`config.mk`:
```
export PLATFORM = sky130hd
export DESIGN_NAME = ucs_ctrl
export DESIGN_NICKNAME = d
export VERILOG_FILES = /design/src/hw/ucs_pkg.sv /design/src/hw/ucs_store_if.sv /design/src/hw/ucs_ctrl.sv /design/src/hw/ucs_store.sv
export SDC_FILE = /design/constraint.sdc
export NUM_CORES = 1
export LEC_CHECK = 0
export BUFFER_PORTS_ARGS = -buffer_cell sky130_fd_sc_hd__buf_2
export CELL_PAD_IN_SITES_DETAIL_PLACEMENT = 2
export CELL_PAD_IN_SITES_GLOBAL_PLACEMENT = 2
export CORE_MARGIN = 5
export CORE_UTILIZATION = 25
export DETAILED_ROUTE_END_ITERATION = 8
export PLACE_DENSITY_LB_ADDON = 0.08
export SETUP_SLACK_MARGIN = 0.05
export SLEW_MARGIN = 20
export SYNTH_ARGS = -nofsm -noshare
export SYNTH_HDL_FRONTEND = slang
export SYNTH_HIERARCHICAL = 1
export SYNTH_SLANG_ARGS = --single-unit
```
`constraint.sdc`:
```
create_clock -name aclk -period 19.3 [get_ports aclk]
set_input_delay 1.93 -clock aclk [delete_from_list [all_inputs] [get_ports aclk]]
set_output_delay 1.93 -clock aclk [all_outputs]
set_load 0.05 [all_outputs]
```
`src/hw/ucs_pkg.sv`:
```
// Functional notes
// - two writable user slots; factory plus both user slots loadable, all nonvolatile
// - load command: 0 factory, 1 user one, 2 user two into working settings
// - save command: whole working settings into user one (1) or user two (2)
// - reset-default selector 0/1/2 picks the slot applied after every reset
// - factory settings loadable but never overwritten by a save
// - working settings volatile; reset restarts from the selected default slot
// - sequencer sets saved with user slots and restored after reset
// - sequencing enabled with trigger mode 1: successive triggered acquisitions get successive sets; free run keeps the set
// - up to 32 sequencer sets, indices 0 through 31
// - each set holds only a flat-field data location
// - sequencing enable: 0 off, 1 on
// - config mode on: written flat-field location goes into the selected set
// - set selector holds the index being configured
// - active set index 0..31 readable on request
// - set count 1..32 sets how many sets, from index 0, are cycled
// - restart command makes set 0 active at any moment
// - control channel 115200 bps, 8N1, no flow control; commands arrive over the AXI4-lite register bus instead
// - each command answered, then ready for the next one
// - out-of-range parameter rejected with invalid-parameter code, settings kept
package ucs_pkg;
   localparam int          ADDR_W        = 8;
   // register byte offsets
   localparam logic [7:0]  OFS_LOAD      = 8'h00;
   localparam logic [7:0]  OFS_SAVE      = 8'h04;
   localparam logic [7:0]  OFS_DFLT      = 8'h08;
   localparam logic [7:0]  OFS_SEQ_EN    = 8'h0C;
   localparam logic [7:0]  OFS_CFG       = 8'h10;
   localparam logic [7:0]  OFS_SET_SEL   = 8'h14;
   localparam logic [7:0]  OFS_FFC_SEL   = 8'h18;
   localparam logic [7:0]  OFS_COUNT     = 8'h1C;
   localparam logic [7:0]  OFS_RESTART   = 8'h20;
   localparam logic [7:0]  OFS_ACTIVE    = 8'h24;
   localparam logic [7:0]  OFS_STATUS    = 8'h28;
   localparam logic [7:0]  OFS_ERROR     = 8'h2C;
   localparam logic [7:0]  OFS_TRIG_MODE = 8'h30;
   // bus answers
   localparam logic [1:0]  RESP_OKAY     = 2'h0;
   localparam logic [1:0]  RESP_SLVERR   = 2'h2;
   localparam logic [1:0]  RESP_DECERR   = 2'h3;
   localparam logic [31:0] ERR_NONE      = 32'h0000_0000;
   localparam logic [31:0] ERR_BAD_PARAM = 32'h8000_0481;
   // slots
   localparam logic [1:0]  SLOT_FACTORY  = 2'h0;
   localparam logic [1:0]  SLOT_USER1    = 2'h1;
   localparam logic [1:0]  SLOT_USER2    = 2'h2;
   localparam int          NUM_USER      = 2;
   // sequencer sets and stored record
   localparam int          NUM_SETS      = 32;
   localparam int          IDX_W         = 5;
   localparam int          FFC_W         = 4;
   localparam logic [3:0]  FFC_MAX       = 4'hF;
   localparam logic [5:0]  COUNT_MIN     = 6'h01;
   localparam logic [5:0]  COUNT_MAX     = 6'h20;
   localparam int          ENTRY_W       = 11;
   localparam int          NUM_ENTRY     = 33;
   localparam logic [5:0]  HDR_IDX       = 6'h20;
   localparam int          HDR_FFC_LSB   = 0;
   localparam int          HDR_CNT_LSB   = 4;
   localparam int          HDR_EN_BIT    = 9;
   localparam int          HDR_TRIG_BIT  = 10;
   localparam logic [10:0] FACTORY_HDR   = 11'h000;
   localparam logic [3:0]  FACTORY_FFC   = 4'h0;
   localparam logic [1:0]  RST_DFLT      = 2'h0;
   // serial channel figures kept for reference; commands arrive over the register bus
   localparam int          CLK_HZ        = 125_000_000;
   localparam int          BAUD_BPS      = 115_200;
   localparam int          BAUD_CYC      = CLK_HZ / BAUD_BPS;

   typedef enum logic [1:0] {
      ST_BOOT = 2'b00,
      ST_LOAD = 2'b01,
      ST_SAVE = 2'b10,
      ST_IDLE = 2'b11
   } ucs_state_t;
endpackage : ucs_pkg

```
`src/hw/ucs_store_if.sv`:
```
`timescale 1ns/100ps
interface ucs_store_if;
   import ucs_pkg::*;
   logic [1:0]         slot;
   logic [5:0]         idx;
   logic               we;
   logic [ENTRY_W-1:0] wdata;
   logic [ENTRY_W-1:0] rdata;
   logic               dflt_we;
   logic [1:0]         dflt_wdata;
   logic [1:0]         dflt_sel;
   modport ctrl  (output slot, idx, we, wdata, dflt_we, dflt_wdata, input rdata, dflt_sel);
   modport store (input slot, idx, we, wdata, dflt_we, dflt_wdata, output rdata, dflt_sel);
endinterface : ucs_store_if
```
`src/hw/ucs_ctrl.sv`:
```
`timescale 1ns/100ps
module ucs_ctrl
   import ucs_pkg::*;
(
   // clock and reset
   input  wire logic              aclk,
   input  wire logic              aresetn,
   // axi4-lite write address
   input  wire logic              s_axi_awvalid,
   output logic                   s_axi_awready,
   input  wire logic [ADDR_W-1:0] s_axi_awaddr,
   // axi4-lite write data
   input  wire logic              s_axi_wvalid,
   output logic                   s_axi_wready,
   input  wire logic [31:0]       s_axi_wdata,
   input  wire logic [3:0]        s_axi_wstrb,
   // axi4-lite write response
   output logic                   s_axi_bvalid,
   input  wire logic              s_axi_bready,
   output logic [1:0]             s_axi_bresp,
   // axi4-lite read address
   input  wire logic              s_axi_arvalid,
   output logic                   s_axi_arready,
   input  wire logic [ADDR_W-1:0] s_axi_araddr,
   // axi4-lite read data
   output logic                   s_axi_rvalid,
   input  wire logic              s_axi_rready,
   output logic [31:0]            s_axi_rdata,
   output logic [1:0]             s_axi_rresp,
   // acquisition
   input  wire logic              frame_trig,
   output logic [IDX_W-1:0]       active_idx,
   output logic [FFC_W-1:0]       ffc_loc,
   output logic                   busy
);
   ucs_store_if st ();

   ucs_store u_store (
      .aclk (aclk),
      .st   (st.store)
   );

   function automatic logic is_mapped(input logic [ADDR_W-1:0] a);
      case (a)
         OFS_LOAD, OFS_SAVE, OFS_DFLT, OFS_SEQ_EN, OFS_CFG, OFS_SET_SEL, OFS_FFC_SEL,
         OFS_COUNT, OFS_RESTART, OFS_ACTIVE, OFS_STATUS, OFS_ERROR,
         OFS_TRIG_MODE: is_mapped = 1'b1;
         default:       is_mapped = 1'b0;
      endcase
   endfunction : is_mapped

   function automatic logic [ENTRY_W-1:0] pack_hdr(input logic trig, input logic en,
                                                   input logic [IDX_W-1:0] cm1,
                                                   input logic [FFC_W-1:0] ffc);
      pack_hdr = {trig, en, cm1, ffc};
   endfunction : pack_hdr

   // state
   ucs_state_t         state,   next_state;
   logic [5:0]         cp_idx,  next_cp_idx;
   logic [1:0]         cp_slot, next_cp_slot;
   logic               resp_wait, next_resp_wait;
   logic               dflt_we, next_dflt_we;
   logic [1:0]         dflt_wd, next_dflt_wd;
   // working settings, volatile
   logic [FFC_W-1:0]   tbl [NUM_SETS];
   logic [FFC_W-1:0]   next_tbl [NUM_SETS];
   logic               seq_en,  next_seq_en;
   logic               cfg,     next_cfg;
   logic               trig_md, next_trig_md;
   logic [IDX_W-1:0]   set_sel, next_set_sel;
   logic [IDX_W-1:0]   cnt_m1,  next_cnt_m1;
   logic [FFC_W-1:0]   ffc_sel, next_ffc_sel;
   logic [IDX_W-1:0]   active,  next_active;
   logic [31:0]        last_err, next_last_err;
   // bus
   logic               aw_hold, next_aw_hold;
   logic [ADDR_W-1:0]  aw_addr, next_aw_addr;
   logic               w_hold,  next_w_hold;
   logic [31:0]        w_data,  next_w_data;
   logic [3:0]         w_strb,  next_w_strb;
   logic               next_awready, next_wready, next_bvalid, next_arready, next_rvalid;
   logic [1:0]         next_bresp, next_rresp;
   logic [31:0]        next_rdata;
   logic [FFC_W-1:0]   next_ffc_loc;
   // trigger synchroniser
   logic               trig_s1, trig_s2, trig_s3, trig_lvl, next_trig_lvl;
   logic               trig_rise;

   assign st.slot       = cp_slot;
   assign st.idx        = cp_idx;
   assign st.we         = (state == ST_SAVE);
   assign st.wdata      = (cp_idx == HDR_IDX) ? pack_hdr(trig_md, seq_en, cnt_m1, ffc_sel)
                                              : {7'h00, tbl[cp_idx[IDX_W-1:0]]};
   assign st.dflt_we    = dflt_we;
   assign st.dflt_wdata = dflt_wd;

   always_comb begin
      logic            exec;
      logic [31:0]     v;
      logic            ok;
      exec = 1'b0;
      v    = 32'h0000_0000;
      ok   = 1'b1;
      next_state     = state;
      next_cp_idx    = cp_idx;
      next_cp_slot   = cp_slot;
      next_resp_wait = resp_wait;
      next_dflt_we   = 1'b0;
      next_dflt_wd   = dflt_wd;
      next_tbl       = tbl;
      next_seq_en    = seq_en;
      next_cfg       = cfg;
      next_trig_md   = trig_md;
      next_set_sel   = set_sel;
      next_cnt_m1    = cnt_m1;
      next_ffc_sel   = ffc_sel;
      next_active    = active;
      next_last_err  = last_err;
      next_aw_hold   = aw_hold;
      next_aw_addr   = aw_addr;
      next_w_hold    = w_hold;
      next_w_data    = w_data;
      next_w_strb    = w_strb;
      next_bvalid    = s_axi_bvalid;
      next_bresp     = s_axi_bresp;
      next_arready   = !s_axi_rvalid; // free again once no read answer stands
      next_rvalid    = s_axi_rvalid;
      next_rdata     = s_axi_rdata;
      next_rresp     = s_axi_rresp;
      next_trig_lvl  = trig_lvl;
      trig_rise      = 1'b0;

      // a level change counts once the two later stages agree
      if (trig_s2 == trig_s3 && trig_s3 != trig_lvl) begin
         next_trig_lvl = trig_s3;
         trig_rise     = trig_s3;
      end

      // copy engine between working settings and a slot
      case (state)
         ST_BOOT: begin
            next_cp_slot = st.dflt_sel;
            next_cp_idx  = 6'h00;
            next_state   = ST_LOAD;
         end
         ST_LOAD: begin
            if (cp_idx == HDR_IDX) begin
               next_ffc_sel = st.rdata[HDR_FFC_LSB +: FFC_W];
               next_cnt_m1  = st.rdata[HDR_CNT_LSB +: IDX_W];
               next_seq_en  = st.rdata[HDR_EN_BIT];
               next_trig_md = st.rdata[HDR_TRIG_BIT];
               next_active  = '0;
               next_state   = ST_IDLE;
            end else begin
               next_tbl[cp_idx[IDX_W-1:0]] = st.rdata[FFC_W-1:0];
               next_cp_idx = cp_idx + 6'h01;
            end
         end
         ST_SAVE: begin
            if (cp_idx == HDR_IDX) begin
               next_state = ST_IDLE;
            end else begin
               next_cp_idx = cp_idx + 6'h01;
            end
         end
         ST_IDLE: begin
            if (trig_rise && seq_en && trig_md) begin
               next_active = (active >= cnt_m1) ? '0 : active + 5'h01;
            end
         end
         default: next_state = ST_BOOT;
      endcase

      // answer a copy command only once the copy is done
      if (resp_wait && state != ST_IDLE && next_state == ST_IDLE) begin
         next_resp_wait = 1'b0;
         next_bvalid    = 1'b1;
         next_bresp     = RESP_OKAY;
      end

      // write channel capture, either order
      if (s_axi_awvalid && s_axi_awready) begin
         next_aw_hold = 1'b1;
         next_aw_addr = s_axi_awaddr;
      end
      if (s_axi_wvalid && s_axi_wready) begin
         next_w_hold = 1'b1;
         next_w_data = s_axi_wdata;
         next_w_strb = s_axi_wstrb;
      end
      if (s_axi_bvalid && s_axi_bready) begin
         next_bvalid = 1'b0;
      end

      // commands are held off while a copy runs
      exec = aw_hold && w_hold && state == ST_IDLE && !resp_wait && !s_axi_bvalid;
      if (exec) begin
         next_aw_hold = 1'b0;
         next_w_hold  = 1'b0;
         v            = w_data;
         next_bvalid  = 1'b1;
         next_bresp   = RESP_OKAY;
         if (!is_mapped(aw_addr)) begin
            next_bresp = RESP_DECERR;
         end else if (w_strb[0]) begin
            case (aw_addr)
               OFS_LOAD: begin
                  ok = (v <= 32'(SLOT_USER2));
                  if (ok) begin
                     next_cp_slot   = v[1:0];
                     next_cp_idx    = 6'h00;
                     next_state     = ST_LOAD;
                  end
               end
               OFS_SAVE: begin
                  ok = (v == 32'(SLOT_USER1)) || (v == 32'(SLOT_USER2));
                  if (ok) begin
                     next_cp_slot   = v[1:0];
                     next_cp_idx    = 6'h00;
                     next_state     = ST_SAVE;
                  end
               end
               OFS_DFLT: begin
                  ok = (v <= 32'(SLOT_USER2));
                  if (ok) begin
                     next_dflt_we = 1'b1;
                     next_dflt_wd = v[1:0];
                  end
               end
               OFS_SEQ_EN: begin
                  ok = (v <= 32'h0000_0001);
                  if (ok) begin
                     next_seq_en = v[0];
                  end
               end
               OFS_CFG: begin
                  ok = (v <= 32'h0000_0001);
                  if (ok) begin
                     next_cfg = v[0];
                  end
               end
               OFS_TRIG_MODE: begin
                  ok = (v <= 32'h0000_0001);
                  if (ok) begin
                     next_trig_md = v[0];
                  end
               end
               OFS_SET_SEL: begin
                  ok = (v < 32'(NUM_SETS));
                  if (ok) begin
                     next_set_sel = v[IDX_W-1:0];
                  end
               end
               OFS_FFC_SEL: begin
                  ok = (v <= 32'(FFC_MAX));
                  if (ok) begin
                     next_ffc_sel = v[FFC_W-1:0];
                     if (cfg) begin
                        next_tbl[set_sel] = v[FFC_W-1:0];
                     end
                  end
               end
               OFS_COUNT: begin
                  ok = (v >= 32'(COUNT_MIN)) && (v <= 32'(COUNT_MAX));
                  if (ok) begin
                     next_cnt_m1 = 5'(v - 32'h0000_0001);
                     next_active = '0;
                  end
               end
               OFS_RESTART: begin
                  next_active = '0;
               end
               default: ok = 1'b0;
            endcase
            if (!ok) begin
               next_bresp    = RESP_SLVERR;
               next_last_err = ERR_BAD_PARAM;
            end else begin
               next_last_err = ERR_NONE;
               if (next_state == ST_LOAD || next_state == ST_SAVE) begin
                  next_bvalid    = 1'b0;
                  next_resp_wait = 1'b1;
               end
            end
         end
      end
      next_awready = !next_aw_hold;
      next_wready  = !next_w_hold;

      // read channel
      if (s_axi_rvalid && s_axi_rready) begin
         next_rvalid  = 1'b0;
         next_arready = 1'b1;
      end
      if (s_axi_arvalid && s_axi_arready) begin
         next_arready = 1'b0;
         next_rvalid  = 1'b1;
         next_rresp   = is_mapped(s_axi_araddr) ? RESP_OKAY : RESP_DECERR;
         case (s_axi_araddr)
            OFS_DFLT:      next_rdata = {30'h0000_0000, st.dflt_sel};
            OFS_SEQ_EN:    next_rdata = {31'h0000_0000, seq_en};
            OFS_CFG:       next_rdata = {31'h0000_0000, cfg};
            OFS_TRIG_MODE: next_rdata = {31'h0000_0000, trig_md};
            OFS_SET_SEL:   next_rdata = {27'h000_0000, set_sel};
            OFS_FFC_SEL:   next_rdata = {28'h000_0000, cfg ? tbl[set_sel] : ffc_sel};
            OFS_COUNT:     next_rdata = {27'h000_0000, cnt_m1} + 32'h0000_0001;
            OFS_ACTIVE:    next_rdata = {27'h000_0000, active};
            OFS_STATUS:    next_rdata = {31'h0000_0000, state != ST_IDLE};
            OFS_ERROR:     next_rdata = last_err;
            default:       next_rdata = 32'h0000_0000;
         endcase
      end

      // the set in effect drives the correction datapath
      next_ffc_loc = next_seq_en ? next_tbl[next_active] : next_ffc_sel;
   end

   always_ff @(posedge aclk) begin
      if (!aresetn) begin
         state         <= ST_BOOT;
         cp_idx        <= 6'h00;
         cp_slot       <= SLOT_FACTORY;
         resp_wait     <= 1'b0;
         dflt_we       <= 1'b0;
         dflt_wd       <= RST_DFLT;
         tbl           <= '{default: FACTORY_FFC};
         seq_en        <= 1'b0;
         cfg           <= 1'b0;
         trig_md       <= 1'b0;
         set_sel       <= '0;
         cnt_m1        <= '0;
         ffc_sel       <= FACTORY_FFC;
         active        <= '0;
         last_err      <= ERR_NONE;
         aw_hold       <= 1'b0;
         aw_addr       <= '0;
         w_hold        <= 1'b0;
         w_data        <= 32'h0000_0000;
         w_strb        <= 4'h0;
         s_axi_awready <= 1'b0;
         s_axi_wready  <= 1'b0;
         s_axi_bvalid  <= 1'b0;
         s_axi_bresp   <= RESP_OKAY;
         s_axi_arready <= 1'b0;
         s_axi_rvalid  <= 1'b0;
         s_axi_rdata   <= 32'h0000_0000;
         s_axi_rresp   <= RESP_OKAY;
         trig_s1       <= 1'b0;
         trig_s2       <= 1'b0;
         trig_s3       <= 1'b0;
         trig_lvl      <= 1'b0;
         active_idx    <= '0;
         ffc_loc       <= FACTORY_FFC;
         busy          <= 1'b1;
      end else begin
         state         <= next_state;
         cp_idx        <= next_cp_idx;
         cp_slot       <= next_cp_slot;
         resp_wait     <= next_resp_wait;
         dflt_we       <= next_dflt_we;
         dflt_wd       <= next_dflt_wd;
         tbl           <= next_tbl;
         seq_en        <= next_seq_en;
         cfg           <= next_cfg;
         trig_md       <= next_trig_md;
         set_sel       <= next_set_sel;
         cnt_m1        <= next_cnt_m1;
         ffc_sel       <= next_ffc_sel;
         active        <= next_active;
         last_err      <= next_last_err;
         aw_hold       <= next_aw_hold;
         aw_addr       <= next_aw_addr;
         w_hold        <= next_w_hold;
         w_data        <= next_w_data;
         w_strb        <= next_w_strb;
         s_axi_awready <= next_awready;
         s_axi_wready  <= next_wready;
         s_axi_bvalid  <= next_bvalid;
         s_axi_bresp   <= next_bresp;
         s_axi_arready <= next_arready;
         s_axi_rvalid  <= next_rvalid;
         s_axi_rdata   <= next_rdata;
         s_axi_rresp   <= next_rresp;
         trig_s1       <= frame_trig;
         trig_s2       <= trig_s1;
         trig_s3       <= trig_s2;
         trig_lvl      <= next_trig_lvl;
         active_idx    <= next_active;
         ffc_loc       <= next_ffc_loc;
         busy          <= (next_state != ST_IDLE);
      end
   end
endmodule : ucs_ctrl

```
`src/hw/ucs_store.sv`:
```
`timescale 1ns/100ps
module ucs_store
   import ucs_pkg::*;
(
   // clock
   input wire logic     aclk,
   // controller side
   ucs_store_if.store   st
);
   // no reset on purpose: contents model flash and survive aresetn
   logic [ENTRY_W-1:0] user_mem [NUM_USER][NUM_ENTRY] = '{default: '0};
   logic [1:0]         dflt_q = RST_DFLT;
   logic [ENTRY_W-1:0] fact_word;

   always_comb begin
      fact_word = (st.idx == HDR_IDX) ? FACTORY_HDR : {7'h00, FACTORY_FFC};
   end

   // factory record is constant, reads only
   assign st.rdata    = (st.slot == SLOT_USER1) ? user_mem[0][st.idx] :
                        (st.slot == SLOT_USER2) ? user_mem[1][st.idx] : fact_word;
   assign st.dflt_sel = dflt_q;

   always_ff @(posedge aclk) begin
      if (st.we && st.slot == SLOT_USER1) begin
         user_mem[0][st.idx] <= st.wdata;
      end
      if (st.we && st.slot == SLOT_USER2) begin
         user_mem[1][st.idx] <= st.wdata;
      end
      if (st.dflt_we) begin
         dflt_q <= st.dflt_wdata;
      end
   end
endmodule : ucs_store

```
[After elaboration in Yosys (flattened, before gate mapping)]
Memory sizes are Yosys's and may differ from the RTL's. A register that Yosys moved wholly into a read port is not among the register bits.
Cells that the tools add are included.
Operators by class
  $add $sub $neg: 4
  magnitude comparators: 14
  equality and inequality tests: 34
  multiplexer cells: 146
  bitwise gates (word level): 5
  reductions and logical operators: 44
Operators by type and width (count)
  $mux 363: 4
  $mux 128: 8
  $reduce_or 363->1: 1
  $pmux 32 s10: 1
  $bwmux 128: 2
  $bmux 11 s6: 2
  $mux 11: 8
  $mux 5: 14
  $mux 4: 17
  $demux 11 s6: 1
  $eq 8x5->1 const B: 8
  $bmux 4 s5: 3
  $eq 8x6->1 const B: 6
  $mux 6: 8
  $mux 1: 46
  $mux 2: 21
  $demux 4 s5: 2
  $eq 32x1->1 const B: 1
  $eq 32x2->1 const B: 1
  $eq 8x4->1 const B: 4
  $ge 32x1->1 const B: 1
  $le 32x1->1 const B: 1
  $le 32x2->1 const B: 1
  $le 32x4->1 const B: 1
  37 further kinds: 85
Word-level totals
  flip-flop bits (word level): 291
  bits in writable memories: 726
  bits in read-only memories: 128
  bits of input ports: 60
  output and inout bits: 51
  word-level logic and storage cells: 316
  memories: 3
Memory list
  u_store.user_mem: depth 2, width 363, rd ports 2, clocked after Yosys merged registers in 0, wr ports 1, RTL line ucs_store.sv:11  | logic [ENTRY_W-1:0] user_mem [NUM_USER][NUM_ENTRY] = '{default: '0};
  (name not given): depth 64, width 1, rd ports 1, clocked after Yosys merged registers in 1, wr ports 0, RTL line ucs_ctrl.sv:44  | case (a)
  (name not given): depth 64, width 1, rd ports 1, clocked after Yosys merged registers in 0, wr ports 0, RTL line ucs_ctrl.sv:44

[Depth between registers and ports, before layout]
  depth after elaboration: 20
  mapped depth: 20
  mapped depth without buffers: 14

[Hierarchy]
The synthesis kept the hierarchy.
Modules (own cells, without submodules)
  ucs_store: times used 1, cells each 1614, area each 28332.2 µm², seq. area each 21861.0 µm²
  ucs_ctrl: times used 1, cells each 1952, area each 15713.8 µm², seq. area each 4664.5 µm²

[Worst setup path after synthesis]
Ideal clock, no wire load.
  path kind: reg-to-reg
  start point: reg cp_idx[0]
  end point: mem u_store/user_mem[0][100] (netlist bit) (data pin)
  setup time: 0.717 ns
  arrival time: 5.480 ns
  data required time: 18.583 ns
  setup slack: 13.103 ns
  cell stages (with the launch flop): 11
  buffers on the path: 5
  period minus slack after synthesis: 6.197 ns
  path through: dfxtp_1 -> clkbuf_1 -> clkbuf_1 -> buf_1 -> inv_1 -> ha_1 -> nor4b_2 -> and2_1 -> buf_2 -> buf_1 -> o21ai_0
On the way
  cells in the longest elaborated chain, start to end: 6
  elaborated cells on any way between the ends: 7
  those cells by class: 1 x eq/ne; 5 x mux; 1 x bitwise
Ends and longest elaborated chain
  start: declaration: RTL line ucs_ctrl.sv:60  | logic [5:0] cp_idx, next_cp_idx;
  start signal: assignment: RTL line ucs_ctrl.sv:358  | cp_idx <= next_cp_idx;
  $not 5->6 (not written as such): RTL line ucs_ctrl.sv:94  | : {7'h00, tbl[cp_idx[IDX_W-1:0]]};
  $bmux 4 s5: RTL line ucs_ctrl.sv:94
  $mux 4 (not written as such) (2 in series): RTL line ucs_ctrl.sv:94
  $mux 11 (*): RTL line ucs_ctrl.sv:93  | assign st.wdata = (cp_idx == HDR_IDX) ? pack_hdr(trig_md, seq_en, cnt_m1, ffc_sel)
  named net st.wdata[1]: RTL line ucs_store_if.sv:7  | logic [ENTRY_W-1:0] wdata;
  $mux 363 (no line) (*)
  end: declaration: RTL line ucs_store.sv:11
The timed path passes the listed nets; every way through them passes the cells marked *. The select of a mux whose other input is x is not followed.

[Worst setup path in the final report]
  start point: reg cp_idx[0]
  end point: reg ffc_loc[0]
On the way
  cells in the longest elaborated chain, start to end: 20
  elaborated cells on any way between the ends: 52
  those cells by class: 2 x order compare; 1 x eq/ne; 45 x mux; 3 x bitwise; 1 x reduce/logical
Ends and longest elaborated chain
  $not 6->7 (not written as such) (*): RTL line ucs_store.sv:20, ucs_store.sv:21
  $bmux 11 s6: RTL line ucs_store.sv:21  | (st.slot == SLOT_USER2) ? user_mem[1][st.idx] : fact_word;
  $mux 11 (not written as such) (2 in series): RTL line ucs_store.sv:21
  $mux 11: RTL line ucs_store.sv:21
  $mux 11 (*): RTL line ucs_store.sv:20  | assign st.rdata = (st.slot == SLOT_USER1) ? user_mem[0][st.idx] :
  named net st.rdata[0]: RTL line ucs_store_if.sv:8  | logic [ENTRY_W-1:0] rdata;
  $bwmux 128: RTL line ucs_ctrl.sv:156  | next_tbl[cp_idx[IDX_W-1:0]] = st.rdata[FFC_W-1:0];
  $mux 128: RTL line ucs_ctrl.sv:148  | if (cp_idx == HDR_IDX) begin
  (+3 left out)
  $mux 128: RTL line ucs_ctrl.sv:257  | if (ok) begin
  $mux 128: RTL line ucs_ctrl.sv:207  | case (aw_addr)
  $mux 128: RTL line ucs_ctrl.sv:206  | end else if (w_strb[0]) begin
  $mux 128: RTL line ucs_ctrl.sv:204  | if (!is_mapped(aw_addr)) begin
  $mux 128: RTL line ucs_ctrl.sv:198  | if (exec) begin
  $bmux 4 s5: RTL line ucs_ctrl.sv:316  | next_ffc_loc = next_seq_en ? next_tbl[next_active] : next_ffc_sel;
  $mux 4 (not written as such) (2 in series): RTL line ucs_ctrl.sv:316
  $mux 4 (*): RTL line ucs_ctrl.sv:316
  end signal: assignment: RTL line ucs_ctrl.sv:390  | ffc_loc <= next_ffc_loc;
  end: declaration: RTL line ucs_ctrl.sv:33  | output logic [FFC_W-1:0] ffc_loc,
Marked as above.
A chain may end at the register's enable or synchronous reset.

==> key figures <==
Outcome
  • Status: finished clean

Power and ir drop
  • Clock power frac: 46.1%
  • Leak Pwr: around 16 nW
  • Sw power: around 1.1 mW
  • Pwr Density: approximately 90 mW/mm²
  • Sequential group share of total power: between 40% and 50%
  • Switching Share: 24.1%
  • Combinational share of power: roughly 5.5%
  • Peak supply drop: a little over 0.07 mV
  • Tot Pwr: between 4 and 5 mW
  • Internal power: about 3.5 mW

Global routing
  • Grt total ovfl: 0
  • Largest net degree at the start of global routing: 80
  • GRT Overall Usage: between 20% and 30%
  • Vias in the first global route: roughly 35k
  • Initial antenna violation count: 10
  • Global-route wire length before repair: approximately 270000 µm

Timing
  • Slew headroom: approximately 22%
  • Max Slew Vio Count: 0
  • Post-route minimum period: 6.77 ns
  • RSZ-0062 raised after global routing: no
  • Final worst setup slack: between 10 and 15 ns
  • Clock Skews: 0.0631 ns
  • Setup TNS: 0 ns
  • Final setup vio count: 0
  • Achievable frequency: roughly 150 MHz
  • Slew @ Worst Pin: 1.17 ns
  • Tcrit/Tclk final: around a third
  • Hold Vio Cnt, Final: 0

Die
  • Die Y: approximately 430 µm
  • Core outline area: 0.176 mm²
  • Full die area: approximately 0.18 mm²
  • Initial Utilization: 25.1%
  • Row cnt: roughly 150
  • Die width: between 400 and 500 µm
  • Ports: approximately 110

Worst setup path
  • Crit path max-delay family: simple AND/OR/NAND/NOR gates
  • WS Path Type: flip-flop to flip-flop
  • CP peak stage delay: roughly 0.94 ns
  • CP startpoint kind: flip-flop
  • Worst path cell trace: buf_4 -> buf_4 -> or3_1 -> nor4b_4 -> buf_4 -> a22oi_1 -> o211ai_1 -> nor3_1 -> o21ai_4 -> buf_4 -> nor3_1 -> o21ai_0 -> mux2_2 -> o21ai_0 -> a21oi_1 -> a211o_1 -> a31o_2
  • Crit. Startpoint: cp_idx[0]$_SDFF_PN0_
  • Flop2flop setup slack: 12.53 ns
  • Reg2reg path depth: 17
  • Critical Path Slowest Stage Cell: or3_1
  • Max FO, Critical Path: 39
  • CP required: 19.88 ns
  • CP arrival: roughly 7.4 ns
  • CP most frequent cell: buf_4
  • Number of buffers and inverters on the critical path: 4
  • Crit. End Element: flip-flop
  • Reg2reg end: ffc_loc[0]$_SDFF_PN0_
  • Start of the worst register-to-register path: cp_idx[0]$_SDFF_PN0_

Clock network
  • Post-CTS resize count: 0
  • Worst-path clk slew: approximately 0.060 ns
  • Clk buf depth: 3
  • Number of post-CTS setup repair buffers: 0
  • Root Driver: clkbuf_16
  • Total number of H-tree levels: 3
  • CTS sink count: just under 1k
  • Post-CTS Hold Fix Bufs: 0
  • Clock latency at the later pin of the worst-skew pair: between 0.7 and 0.8 ns
  • CTS tree: built
  • Cts bufs inserted: 113

Place
  • Post-DP Area: around 0.047 mm²
  • Final Wtd Congestion: approximately 0.86
  • DP HPWL: around 130000 µm
  • Setup WS pre-CTS: around 13 ns
  • Port Buffers: 84

Min path
  • Hold Path End: u_store/st.dflt_sel[1]$_DFFE_PP_
  • Hold path startpoint: dflt_wd[1]$_SDFFE_PN0P_
  • Hold depth: 0
  • Hold WC Path Type: flip-flop to flip-flop

Final layout
  • Fraction of layout cells with a size suffix above 1: 17.6%
  • Register area: between 0.02 and 0.03 mm²
  • Final Util: 29.1%
  • Area Growth Syn to Fin: 15.9%
  • Layout filler cell count: between 15k and 20k
  • Layout Nets: between 3k and 4k
  • Most frequent cells in the layout: edfxtp_1, nor2_1, nand2_1
  • Design Area, Final: around 0.051 mm²
  • Area of the multi-input gates: 0.0163 mm²
  • Most common cell after layout, fill and taps aside: edfxtp_1

Synthesis
  • Mux share of post-synthesis cell area: 11.8%
  • Largest family of logic cells by synthesized area: compound AO/OA/AOI/OAI gates
  • EDFF count, synth: between 700 and 800
  • Register area share after synthesis: around 60%
  • Synth Register Bits: 961
  • Synth Area in Simple Gates: between 10% and 20%
  • Synth Area in Compound Gates: between 10% and 20%
  • XOR/XNOR share of the synthesized area: less than 1%
  • Cell variety after synth: between 90 and 100
  • Fraction of the mapped netlist area in adder cells: less than 1%
  • Syn Std Cell Area: between 0.04 and 0.05 mm²
  • Top FF cell, synth: edfxtp_1
  • Ys async rst share: 0%
  • Mean Syn Cell Area: ~12 µm²
  • Syn Inst Count: around 3.6k
  • Yosys warning total: 6

Detailed routing
  • Per-cell routed wire length: roughly 32 µm
  • Drt initial violations: approximately 2.7k
  • ANT nets after route: 0
  • Residual DRC: 0
  • Via/cell ratio: about 5.3
  • Vias: 32.4k
  • DRT Wirelength: 193000 µm
  • Drt first pass iters: 5

Job
  • Max Cap Violations: 0
==> power groups by stage <==
stage / clock [mW] / sequential (mW) / combinational [mW]
global placement: 0 / 2.27 / 0.254
global route: 2.27 / 2.22 / 0.269
floorplan: 0 / 2.26 / 0.146
CTS: 2.19 / 2.22 / 0.258
finish: 2.12 / 2.22 / 0.254
detailed placement: 0 / 2.27 / 0.257
==> area by class of cell <==
class | instances | area share [%]
Antenna cell | 6 | 0.0294
Clock buffer | 152 | 5.99
Clock inverter | 47 | 1.06
Inverter | 27 | 0.208
Multi-Input combinational cell | 2303 | 32.0
Sequential cell | 961 | 52.0
Tap cell | 2340 | 5.73
Timing Repair Buffer | 230 | 2.99
==> worst max-delay path by stage <==
stage | to | slack (ns) | cells after the start
CTS | ffc_loc[0]$_SDFF_PN0_ | 12.51 | 17
finish | ffc_loc[0]$_SDFF_PN0_ | 12.53 | 17
floorplan | u_store/user_mem[0][100]$_DFFE_PP_ | 13.10 | 10
global placement | ffc_loc[0]$_SDFF_PN0_ | 12.68 | 17
detailed placement | ffc_loc[0]$_SDFF_PN0_ | 12.59 | 17
global route | ffc_loc[0]$_SDFF_PN0_ | 12.32 | 17
==> flip-flops by register name, indices dropped and copies added (netlist names), 4 cells and up, named ones only <==
register and flops:
u_store/user_mem 726, tbl 128, w_data 32, aw_addr 8
s_axi_rdata 7, cp_idx 6, active 5, cnt_m1 5
set_sel 5, ffc_loc 4, ffc_sel 4
==> synth_stat cells, types with 13 or more instances <==
cell type  number  area (µm²)
nand4_1        21         131
nor2_1        367        1380
nor3_1         65         325
and3_1         23         144
buf_4          52         390
o211ai_1       36         270
mux2i_1       201        2010
o21ai_0       174         871
edfxtp_1      728       21900
o211a_1        13         130
nand2_1       297        1110
buf_1          23        86.3
mux2_2         81         912
o22ai_1        22         138
nor2b_1        18         113
nand3b_1       16         120
clkbuf_1      158         593
and2_1         25         156
a311oi_1       15         131
nor4_1         24         150
or3_1          15        93.8
dfxtp_1       233        4660
a31oi_1        34         213
a21oi_1       149         746
a221oi_1      136        1190
nand2b_1       21         131
a211oi_1       25         188
nand3_1       113         566
a22o_1         17         149
mux4_2         96        2160
inv_1          23        86.3
a22oi_1        74         556
buf_2          56         280
ha_1           18         225
==> routing by layer <==
layer	track usage [%]	share of wire, %
met1	29.2	48
met2	32.6	46
met3	2.51	4.3
met4	4.46	1.9
met5	0	0
==> through the flow <==
step,hold WS (ns),instances
after detailed placement,0.438,5861
final,0.446,6066
after floorplan,0.409,3588
after CTS,0.452,6060
after global placement,0.418,5861
after global routing,0.466,6061
==> logic make-up after synthesis <==
| kind of cell | after synthesis |
|---|---|
| multiplexers | 388 |
| XOR/XNOR | 13 |
| adder cells (fa/ha/maj) | 18 |
| AO/OA/AOI/OAI | 801 |
| buffers and inverters | 324 |
| AND/OR/NAND/NOR | 1060 |
| other | 1 |
| flip-flops | 961 |
No activity file was read; power rests on OpenSTA's default activity.
